$ cat src/include/mtmr_pkg.sv
// Summary of operation
// - 8-bit up-counter, 8-bit modulo register, source selector, nine-value prescaler.
// - reset stops the counter and clears count and modulo to zero.
// - reset selects bus clock and divide by one.
// - modulo zero runs free through the full range; nonzero runs modulo.
// - modulo register accepts any value from 00 to FF.
// - four sources: bus clock, fixed clock, pin rising, pin falling edges.
// - changing source while running keeps the count.
// - prescaler divides by 1 through 256 in powers of two.
// - changing prescale while running keeps the count.
// - counts each tick up to modulo, then wraps to zero.
// - overflow flag sets on the modulo-to-zero transition.
// - modulo write clears count and overflow flag.
// - flag clears on writing 0 after reading status while flag set.
// - new overflow between read and write cancels the clear.
// - counter reset bit write of 1 and modulo write also clear flag.
// - interrupt request is flag and enable together.
// - clearing the stop bit starts counting; unwritten modulo means free running.
// - source codes: 00 bus, 01 fixed, 10 pin falling, 11 pin rising.
// - prescale codes 0 to 8 pick 1 to 256; others pick 256.
// - counter reset bit is write-only, zeroes count and flag, reads 0.
// - stop bit holds the count; reset sets it.
package mtmr_pkg;
    localparam logic [1:0] ADDR_SC  = 2'h0;
    localparam logic [1:0] ADDR_CLK = 2'h1;
    localparam logic [1:0] ADDR_CNT = 2'h2;
    localparam logic [1:0] ADDR_MOD = 2'h3;
    localparam int BIT_TOF  = 7;
    localparam int BIT_OVERFLOW_IRQ_ENABLE = 6;
    localparam int BIT_TRST = 5;
    localparam int BIT_COUNTER_STOP_BIT = 4;
    localparam logic [7:0] ZERO8   = 8'h00;
    localparam logic [3:0] PS_MAX  = 4'h8;
    localparam logic [1:0] SRC_BUS  = 2'h0;
    localparam logic [1:0] SRC_FIX  = 2'h1;
    localparam logic [1:0] SRC_FALL = 2'h2;
    localparam logic [1:0] SRC_RISE = 2'h3;

    typedef struct packed {
        logic [1:0] addr;
        logic [7:0] wdata;
        logic       wr;
        logic       rd;
    } mtmr_bus_t;
endpackage

$ cat src/design/mtmr_edge.sv
`timescale 1ns/1ns
// ----------------------------------------
// pin synchroniser and source tick select
// ----------------------------------------
module mtmr_edge (
    input  wire logic       clock,
    input  wire logic       nrst,
    input  wire logic       pin,
    input  wire logic       fixed_tick,
    input  wire logic [1:0] source_sel,
    output logic            tick
);
    typedef struct packed {
        logic s1;
        logic s2;
        logic s3;
        logic fx1;
        logic fx2;
        logic fx3;
    } mtmr_edge_t;

    mtmr_edge_t st_reg;
    mtmr_edge_t st_next;

    always_comb begin
        st_next     = st_reg;
        st_next.s1  = pin;
        st_next.s2  = st_reg.s1;
        st_next.s3  = st_reg.s2;
        st_next.fx1 = fixed_tick;
        st_next.fx2 = st_reg.fx1;
        st_next.fx3 = st_reg.fx2;
    end

    always_ff @(posedge clock) begin
        if (!nrst) begin
            st_reg <= '0;
        end else begin
            st_reg <= st_next;
        end
    end

    always_comb begin
        case (source_sel)
            mtmr_pkg::SRC_BUS:  tick = 1'b1;
            mtmr_pkg::SRC_FIX:  tick = st_reg.fx2 & ~st_reg.fx3;
            mtmr_pkg::SRC_FALL: tick = ~st_reg.s2 & st_reg.s3;
            default:            tick = st_reg.s2 & ~st_reg.s3;
        endcase
    end
endmodule

$ cat src/design/mtmr_timer.sv
// The address-and-strobe port and the register addresses are this design's own decisions.
`timescale 1ns/1ns
// ----------------------------------------
// modulo overflow timer
// ----------------------------------------
module mtmr_timer (
    input  wire logic       clock,
    input  wire logic       nrst,
    input  wire logic [1:0] addr,
    input  wire logic [7:0] wdata,
    input  wire logic       wr,
    input  wire logic       rd,
    output logic      [7:0] rdata,
    input  wire logic       fixed_freq_clock,
    input  wire logic       external_timer_clock_pin,
    output logic            overflow_irq
);
    typedef struct packed {
        logic [7:0] count;
        logic [7:0] modulo;
        logic [7:0] presc;
        logic [3:0] ps;
        logic [1:0] clock_source_select;
        logic       stop;
        logic       overflow_flag;
        logic       overflow_irq_enable;
        logic       armed;
        logic       irq;
        logic [7:0] rdata;
    } mtmr_state_t;

    mtmr_state_t       st_reg;
    mtmr_state_t       st_next;
    mtmr_pkg::mtmr_bus_t bus;
    logic              src_tick;
    logic              tick;
    logic              wrap;

    assign bus = '{addr: addr, wdata: wdata, wr: wr, rd: rd};

    mtmr_edge u_edge (
        .clock      (clock),
        .nrst       (nrst),
        .pin        (external_timer_clock_pin),
        .fixed_tick (fixed_freq_clock),
        .source_sel (st_reg.clock_source_select),
        .tick       (src_tick)
    );

    // ----------------------------------------
    // prescaler tap select
    // ----------------------------------------
    function automatic logic presc_due(input logic [3:0] ps, input logic [7:0] cnt);
        logic [7:0] mask;
        mask = 8'hFF;
        if (ps < mtmr_pkg::PS_MAX) begin
            mask = 8'(({8'h00, 8'h01} << ps) - 16'h0001);
        end
        presc_due = (cnt & mask) == mask;
    endfunction

    assign tick = ~st_reg.stop & src_tick & presc_due(st_reg.ps, st_reg.presc);
    assign wrap = st_reg.count == st_reg.modulo && st_reg.modulo != mtmr_pkg::ZERO8
                  || st_reg.count == 8'hFF;

    // ----------------------------------------
    // next state
    // ----------------------------------------
    always_comb begin
        st_next = st_reg;
        if (~st_reg.stop && src_tick) begin
            st_next.presc = st_reg.presc + 8'h01;
        end
        if (tick) begin
            st_next.count = wrap ? mtmr_pkg::ZERO8 : st_reg.count + 8'h01;
        end
        if (bus.rd && bus.addr == mtmr_pkg::ADDR_SC && st_reg.overflow_flag) begin
            st_next.armed = 1'b1;
        end
        if (bus.wr && bus.addr == mtmr_pkg::ADDR_SC) begin
            st_next.overflow_irq_enable = bus.wdata[mtmr_pkg::BIT_OVERFLOW_IRQ_ENABLE];
            st_next.stop = bus.wdata[mtmr_pkg::BIT_COUNTER_STOP_BIT];
            if (!bus.wdata[mtmr_pkg::BIT_TOF] && st_reg.armed) begin
                st_next.overflow_flag = 1'b0;
            end
            st_next.armed = 1'b0;
            if (bus.wdata[mtmr_pkg::BIT_TRST]) begin
                st_next.count = mtmr_pkg::ZERO8;
                st_next.presc = mtmr_pkg::ZERO8;
                st_next.overflow_flag   = 1'b0;
            end
        end else if (bus.wr && bus.addr == mtmr_pkg::ADDR_CLK) begin
            st_next.clock_source_select = bus.wdata[5:4];
            st_next.ps   = bus.wdata[3:0];
        end else if (bus.wr && bus.addr == mtmr_pkg::ADDR_MOD) begin
            st_next.modulo = bus.wdata;
            st_next.count  = mtmr_pkg::ZERO8;
            st_next.presc  = mtmr_pkg::ZERO8;
            st_next.overflow_flag    = 1'b0;
            st_next.armed  = 1'b0;
        end
        if (tick && wrap && !(bus.wr && bus.addr == mtmr_pkg::ADDR_MOD)
            && !(bus.wr && bus.addr == mtmr_pkg::ADDR_SC && bus.wdata[mtmr_pkg::BIT_TRST])) begin
            st_next.overflow_flag   = 1'b1;
            st_next.armed = 1'b0;
        end
        st_next.irq = st_next.overflow_flag & st_next.overflow_irq_enable;
        st_next.rdata = mtmr_pkg::ZERO8;
        if (bus.rd) begin
            if (bus.addr == mtmr_pkg::ADDR_SC) begin
                st_next.rdata = {st_reg.overflow_flag, st_reg.overflow_irq_enable, 1'b0, st_reg.stop, 4'h0};
            end else if (bus.addr == mtmr_pkg::ADDR_CLK) begin
                st_next.rdata = {2'h0, st_reg.clock_source_select, st_reg.ps};
            end else if (bus.addr == mtmr_pkg::ADDR_CNT) begin
                st_next.rdata = st_reg.count;
            end else begin
                st_next.rdata = st_reg.modulo;
            end
        end
    end

    always_ff @(posedge clock) begin
        if (!nrst) begin
            st_reg      <= '0;
            st_reg.stop <= 1'b1;
        end else begin
            st_reg <= st_next;
        end
    end

    assign rdata        = st_reg.rdata;
    assign overflow_irq = st_reg.irq;

    // ----------------------------------------
    // checks
    // ----------------------------------------
    wrap_sets_flag_a: assert property (@(posedge clock) disable iff (!nrst)
        tick && wrap && !bus.wr |=> st_reg.overflow_flag && st_reg.count == 8'h00)
        else $error("overflow did not set flag");
    stop_holds_a: assert property (@(posedge clock) disable iff (!nrst)
        st_reg.stop && !bus.wr |=> $stable(st_reg.count))
        else $error("count moved while stopped");
    mod_write_a: assert property (@(posedge clock) disable iff (!nrst)
        bus.wr && bus.addr == mtmr_pkg::ADDR_MOD |=> st_reg.count == 8'h00 && !st_reg.overflow_flag)
        else $error("modulo write did not clear");
    irq_follow_a: assert property (@(posedge clock) disable iff (!nrst)
        ##1 overflow_irq == (st_reg.overflow_flag && st_reg.overflow_irq_enable))
        else $error("irq mismatch");
    count_bound_a: assert property (@(posedge clock) disable iff (!nrst)
        st_reg.modulo != 8'h00 && st_reg.count <= st_reg.modulo && !bus.wr |=> st_reg.count <= st_reg.modulo)
        else $error("count passed modulo");
    trst_read_a: assert property (@(posedge clock) disable iff (!nrst)
        bus.rd && bus.addr == mtmr_pkg::ADDR_SC |=> !rdata[mtmr_pkg::BIT_TRST])
        else $error("reset bit read nonzero");
    clear_cancel_a: assert property (@(posedge clock) disable iff (!nrst)
        tick && wrap && !bus.wr ##1 bus.wr && bus.addr == mtmr_pkg::ADDR_SC
        && !bus.wdata[mtmr_pkg::BIT_TRST] |=> st_reg.overflow_flag)
        else $error("flag lost after new overflow");
    trst_clear_a: assert property (@(posedge clock) disable iff (!nrst)
        bus.wr && bus.addr == mtmr_pkg::ADDR_SC && bus.wdata[mtmr_pkg::BIT_TRST] |=> !st_reg.overflow_flag)
        else $error("reset bit did not clear flag");
    trst_count_a: assert property (@(posedge clock) disable iff (!nrst)
        bus.wr && bus.addr == mtmr_pkg::ADDR_SC && bus.wdata[mtmr_pkg::BIT_TRST] |=> st_reg.count == 8'h00)
        else $error("reset bit did not clear count");
    tof_hold_a: assert property (@(posedge clock) disable iff (!nrst)
        st_reg.overflow_flag && !bus.wr |=> st_reg.overflow_flag)
        else $error("flag fell without a write");
    unarmed_keep_a: assert property (@(posedge clock) disable iff (!nrst)
        st_reg.overflow_flag && !st_reg.armed && bus.wr && bus.addr == mtmr_pkg::ADDR_SC
        && !bus.wdata[mtmr_pkg::BIT_TRST] |=> st_reg.overflow_flag)
        else $error("flag cleared without status read");
    armed_clear_a: assert property (@(posedge clock) disable iff (!nrst)
        st_reg.armed && !(tick && wrap) && bus.wr && bus.addr == mtmr_pkg::ADDR_SC
        && !bus.wdata[mtmr_pkg::BIT_TOF] |=> !st_reg.overflow_flag)
        else $error("armed clear did not clear flag");
    read_arms_a: assert property (@(posedge clock) disable iff (!nrst)
        bus.rd && bus.addr == mtmr_pkg::ADDR_SC && st_reg.overflow_flag && !(tick && wrap) |=> st_reg.armed)
        else $error("status read did not arm clear");
    overflow_disarm_a: assert property (@(posedge clock) disable iff (!nrst)
        tick && wrap && !bus.wr |=> !st_reg.armed)
        else $error("overflow left clear armed");
    stop_write_a: assert property (@(posedge clock) disable iff (!nrst)
        bus.wr && bus.addr == mtmr_pkg::ADDR_SC |=> st_reg.stop == $past(bus.wdata[mtmr_pkg::BIT_COUNTER_STOP_BIT]))
        else $error("stop bit not taken");
    stop_no_tick_a: assert property (@(posedge clock) disable iff (!nrst)
        st_reg.stop |-> !tick)
        else $error("tick while stopped");
    tick_inc_a: assert property (@(posedge clock) disable iff (!nrst)
        tick && !wrap && !bus.wr |=> st_reg.count == $past(st_reg.count) + 8'h01)
        else $error("count did not step");
    free_run_a: assert property (@(posedge clock) disable iff (!nrst)
        st_reg.modulo == 8'h00 && st_reg.count != 8'hFF && tick && !bus.wr |=> st_reg.count != 8'h00)
        else $error("free run wrapped early");
    cfg_keep_a: assert property (@(posedge clock) disable iff (!nrst)
        bus.wr && bus.addr == mtmr_pkg::ADDR_CLK && !tick |=> $stable(st_reg.count))
        else $error("config write moved count");
    cfg_write_a: assert property (@(posedge clock) disable iff (!nrst)
        bus.wr && bus.addr == mtmr_pkg::ADDR_CLK
        |=> st_reg.ps == $past(bus.wdata[3:0]) && st_reg.clock_source_select == $past(bus.wdata[5:4]))
        else $error("clock config not taken");
    bus_source_a: assert property (@(posedge clock) disable iff (!nrst)
        st_reg.clock_source_select == mtmr_pkg::SRC_BUS |-> src_tick)
        else $error("bus source gave no tick");
    div_one_a: assert property (@(posedge clock) disable iff (!nrst)
        st_reg.ps == 4'h0 && !st_reg.stop && src_tick |-> tick)
        else $error("divide by one skipped a tick");
    div_max_a: assert property (@(posedge clock) disable iff (!nrst)
        st_reg.ps >= mtmr_pkg::PS_MAX && tick |-> st_reg.presc == 8'hFF)
        else $error("large code not divide by 256");
    src_pulse_a: assert property (@(posedge clock) disable iff (!nrst)
        st_reg.clock_source_select != mtmr_pkg::SRC_BUS && src_tick && !bus.wr |=> !src_tick)
        else $error("source tick longer than one cycle");
    presc_pulse_a: assert property (@(posedge clock) disable iff (!nrst)
        st_reg.ps != 4'h0 && tick && !bus.wr |=> !tick)
        else $error("prescaled tick longer than one cycle");
endmodule

$ cat config.mk
export PLATFORM = sky130hd
export DESIGN_NAME = mtmr_timer
export DESIGN_NICKNAME = d
export VERILOG_FILES = /design/src/include/mtmr_pkg.sv /design/src/design/mtmr_edge.sv /design/src/design/mtmr_timer.sv
export SDC_FILE = /design/constraint.sdc
export NUM_CORES = 1
export LEC_CHECK = 0
export CAP_MARGIN = 20
export CORE_UTILIZATION = 40
export DETAILED_ROUTE_END_ITERATION = 12
export DONT_BUFFER_PORTS = 1
export GPL_TIMING_DRIVEN = 0
export HOLD_SLACK_MARGIN = 0.05
export SETUP_SLACK_MARGIN = 0.1
export SYNTH_ARGS = -nofsm -noshare
export SYNTH_HDL_FRONTEND = slang
export SYNTH_SLANG_ARGS = --single-unit
$ cat constraint.sdc
create_clock -name clock -period 3.4 [get_ports clock]
set_clock_uncertainty 0.1 [all_clocks]
set_input_delay 0.34 -clock clock [delete_from_list [all_inputs] [get_ports clock]]
set_output_delay 0.34 -clock clock [all_outputs]
set_load 0.1 [all_outputs]
==> key figures <==
Outcome
  • Status: complete, no violations

Synthesis
  • Syn Nets: 289
  • Post-synth top area share: 42.1%
  • Yosys reg bits: 49
  • Post-synth top cells: 49 x dfxtp_1, 38 x nand2_1, 20 x nor2_1, 17 x nand3_1, 15 x a21boi_0
  • Count leader, synth: dfxtp_1
  • Synth top area cells: dfxtp_1 42%, nand2_1 6.1%, a21boi_0 4.8%
  • Seq/Total Area, Yosys: 42.1%
  • Synth Cell Area: 2330 sq um
  • Post-synth EDFFs: 0
  • Cell count after synthesis: 270
  • Leading area contributor after synthesis: dfxtp_1
  • Post-synth ARST share: 0%
  • Syn Area/Cell: 8.64 sq um
  • Top FF cell, synth: dfxtp_1
  • Cell variety after synth: 44
  • Synth warn: 0

Placement
  • Placed cell area: 2420 sq um
  • PortBufs: 0
  • Inst Count DP: between 300 and 400
  • Final GP Congestion: roughly 0.82
  • Post-detail-place hpwl: 3.71 mm

Floorplanning
  • Area of the die: 6140 sq um
  • Die Y: 78.4 um
  • Initial Util: between 40% and 50%
  • Row count: 27
  • Width of the die: approximately 78 um
  • Core box area: between 5000 and 6000 sq um
  • I/O pin cnt: 25

Setup path
  • Worst EP arrival: between 3000 and 4000 ps
  • R2R Setup Slk: around 280 ps
  • Startpoint types: flop
  • R2R cell count: 9
  • CP Class: reg2reg
  • R2R Path End: st_reg[42]
  • Max FO, Critical Path: 8
  • Reg2Reg Launch Point: st_reg[18]
  • CP Capture Type: flop
  • Required @ worst endpoint: 3490 ps

STA
  • Final hold violation count: 0
  • Worst rel slew slack: 36.0%
  • Final Slew Violations: 0
  • Slew @ Worst Pin: 958 ps
  • Fmax achieved: between 300 and 400 MHz
  • Clock period minus final worst setup slack: between 3000 and 4000 ps
  • Sum Neg Setup Slack: 0 ps
  • Final setup vio count: 0
  • RSZ-0062 raised after global routing: false
  • Final Cycle Share: 91.6%

Cells and area
  • Nets: 297
  • Fin cells: around 350
  • Storage element area: 981 sq um
  • Diodes inserted: 0
  • Largest register FFs: 34
  • Finished Cell Area: 2550 sq um
  • Share of layout cells above drive strength 1: approximately 11%
  • Final-layout fill cell count: 564
  • Multi-input gate area: 1220 sq um
  • Layout area overhead: 9.28%

Clock network
  • CTS Root Cell: clkbuf_8
  • Clock Path Buffers: 2
  • TritonCTS Sinks: 49
  • TritonCTS clock tree: built
  • Skew-Pair Late Insertion Delay: around 300 ps
  • Reg clk slew, reported paths: roughly 90 ps
  • Number of buffers created by CTS: 5
  • H-Tree Depth: 2

Power and ir drop
  • Worst VDD drop: 0.274 mV
  • Leak pwr: 0.918 nW
  • Power density over the cells: 438 nW/um^2

Global route
  • Gr usage total: 17.6%
  • First-pass GRT wire length: 8.24 mm
  • Pin count of the biggest net entering global routing: 17
  • Grt ovf: 0
  • Initial antenna violation count: 0
  • Number of global-route vias before repair: approximately 1700

Worst hold path
  • Hold path cells: 1
  • Hold Crit Class: in2reg
  • Endpoint, Worst Hold: u_edge.st_next[4]
  • Hold Crit Start: external_timer_clock_pin

Detailed routing
  • WL/cell: 14.3 um
  • Detailed Routing Iterations Pass 1: 4
  • Total number of vias: 1828
  • Final wirelength: around 5 mm
  • Antenna viol nets, final: 0
  • Residual DRC: 0
  • DR iter-0 viols: 145
  • Vias per cell: 5.21

Run
  • Max Cap Viol: 0
-- cells by family (layout without fill, tap and decap cells) --
group                      Yosys count  in the layout  synth area share [%]
buffers and inverters               24             33                  5.53
and+or+nand+nor                    118            118                  25.3
AOI/OAI and AO/OA                   52             52                  15.1
adders and majority gates            3              3                  1.61
DFF                                 49             49                  42.1
muxes                                9              9                  4.72
xor gates and xnor gates            15             15                  5.63
-- routing by layer --
layer  vias up  GRT usage [%]  share of wire (%)
met4         0           5.56               0.88
met1       833           24.4                 49
met3         5           5.35                5.0
met5         -              0                  0
met2        38           25.9                 45
li1        952              -                  -
-- layout make-up --
cell class | instances | share of cell area [%]
inverters | 5 | 0.736
multi-input cells | 197 | 48.0
well taps | 72 | 3.53
clock inverters | 3 | 1.82
repair buffers | 1 | 0.393
clock buffers | 5 | 2.70
flip-flops and latches | 49 | 38.5
plain buffers | 19 | 4.32
-- worst max-delay path by stage --
stage | endpoint | start | cells after the start | slack [ps]
2_1_floorplan | st_reg[40] | st_reg[18] | 8 | 680
3_3_place_gp | st_reg[40] | st_reg[18] | 9 | 70
3_5_place_dp | st_reg[36] | st_reg[18] | 9 | 80
4_1_cts | st_reg[42] | st_reg[18] | 9 | 270
5_1_grt | st_reg[42] | st_reg[18] | 9 | 160
6_report | st_reg[42] | st_reg[18] | 9 | 280
-- where the power goes --
group          switching, mW  internal, mW
clock network          0.201         0.220
registers             0.0123         0.585
logic                 0.0572        0.0405
-- worst max-delay path, stage by stage, from the launching register on --
cell and delay (ps):
dfxtp_1 420, or4_4 580, ha_1 260, nor4b_1 160
a31oi_1 190, o311ai_2 160, a2111oi_1 670, or2_2 220
buf_2 190, a21oi_1 60
-- through the flow --
step / worst slack (ps) / hold slack (ps) / power [mW] / util (%)
3_3_place_gp: 72.8 / 321 / 0.707 / 43.5
2_1_floorplan: 684 / 312 / 0.686 / -
6_report: 285 / 62.9 / 1.12 / 45.7
4_1_cts: 269 / 53.8 / 1.13 / 45.5
5_1_grt: 159 / 52.8 / 1.16 / 45.7
3_5_place_dp: 79.0 / 328 / 0.708 / 43.5
-- cells in the final DEF (no fill, tap or decap), types with 2 or more instances in the layout --
cell,netlist,layout
a21oi_1,10,10
inv_1,5,5
o31ai_1,2,2
a21boi_0,15,15
ha_1,3,3
nand2_1,38,38
clkbuf_1,9,9
nor4_1,4,4
nor2b_1,3,3
and2_1,8,8
and3_1,3,3
mux2i_1,2,2
a22oi_1,7,7
mux2_2,6,6
nor3_1,6,6
or4_1,2,2
nand2b_1,2,2
a31oi_1,2,2
xor2_1,9,9
xnor2_1,6,6
nand3_1,17,17
dfxtp_1,49,49
buf_4,8,8
o21ai_0,9,9
nor2_1,20,20
clkbuf_8,0,5
or3_1,5,5
nand4b_1,2,2
-- repair_timing --
action                                  CTS  global route
resized for setup                         1             0
endpoints found under the setup margin    8             0
setup buffers                             0             0
endpoints found under the hold margin     0             1
hold buffers                              0             1
No activity file was read; power rests on OpenSTA's default activity.
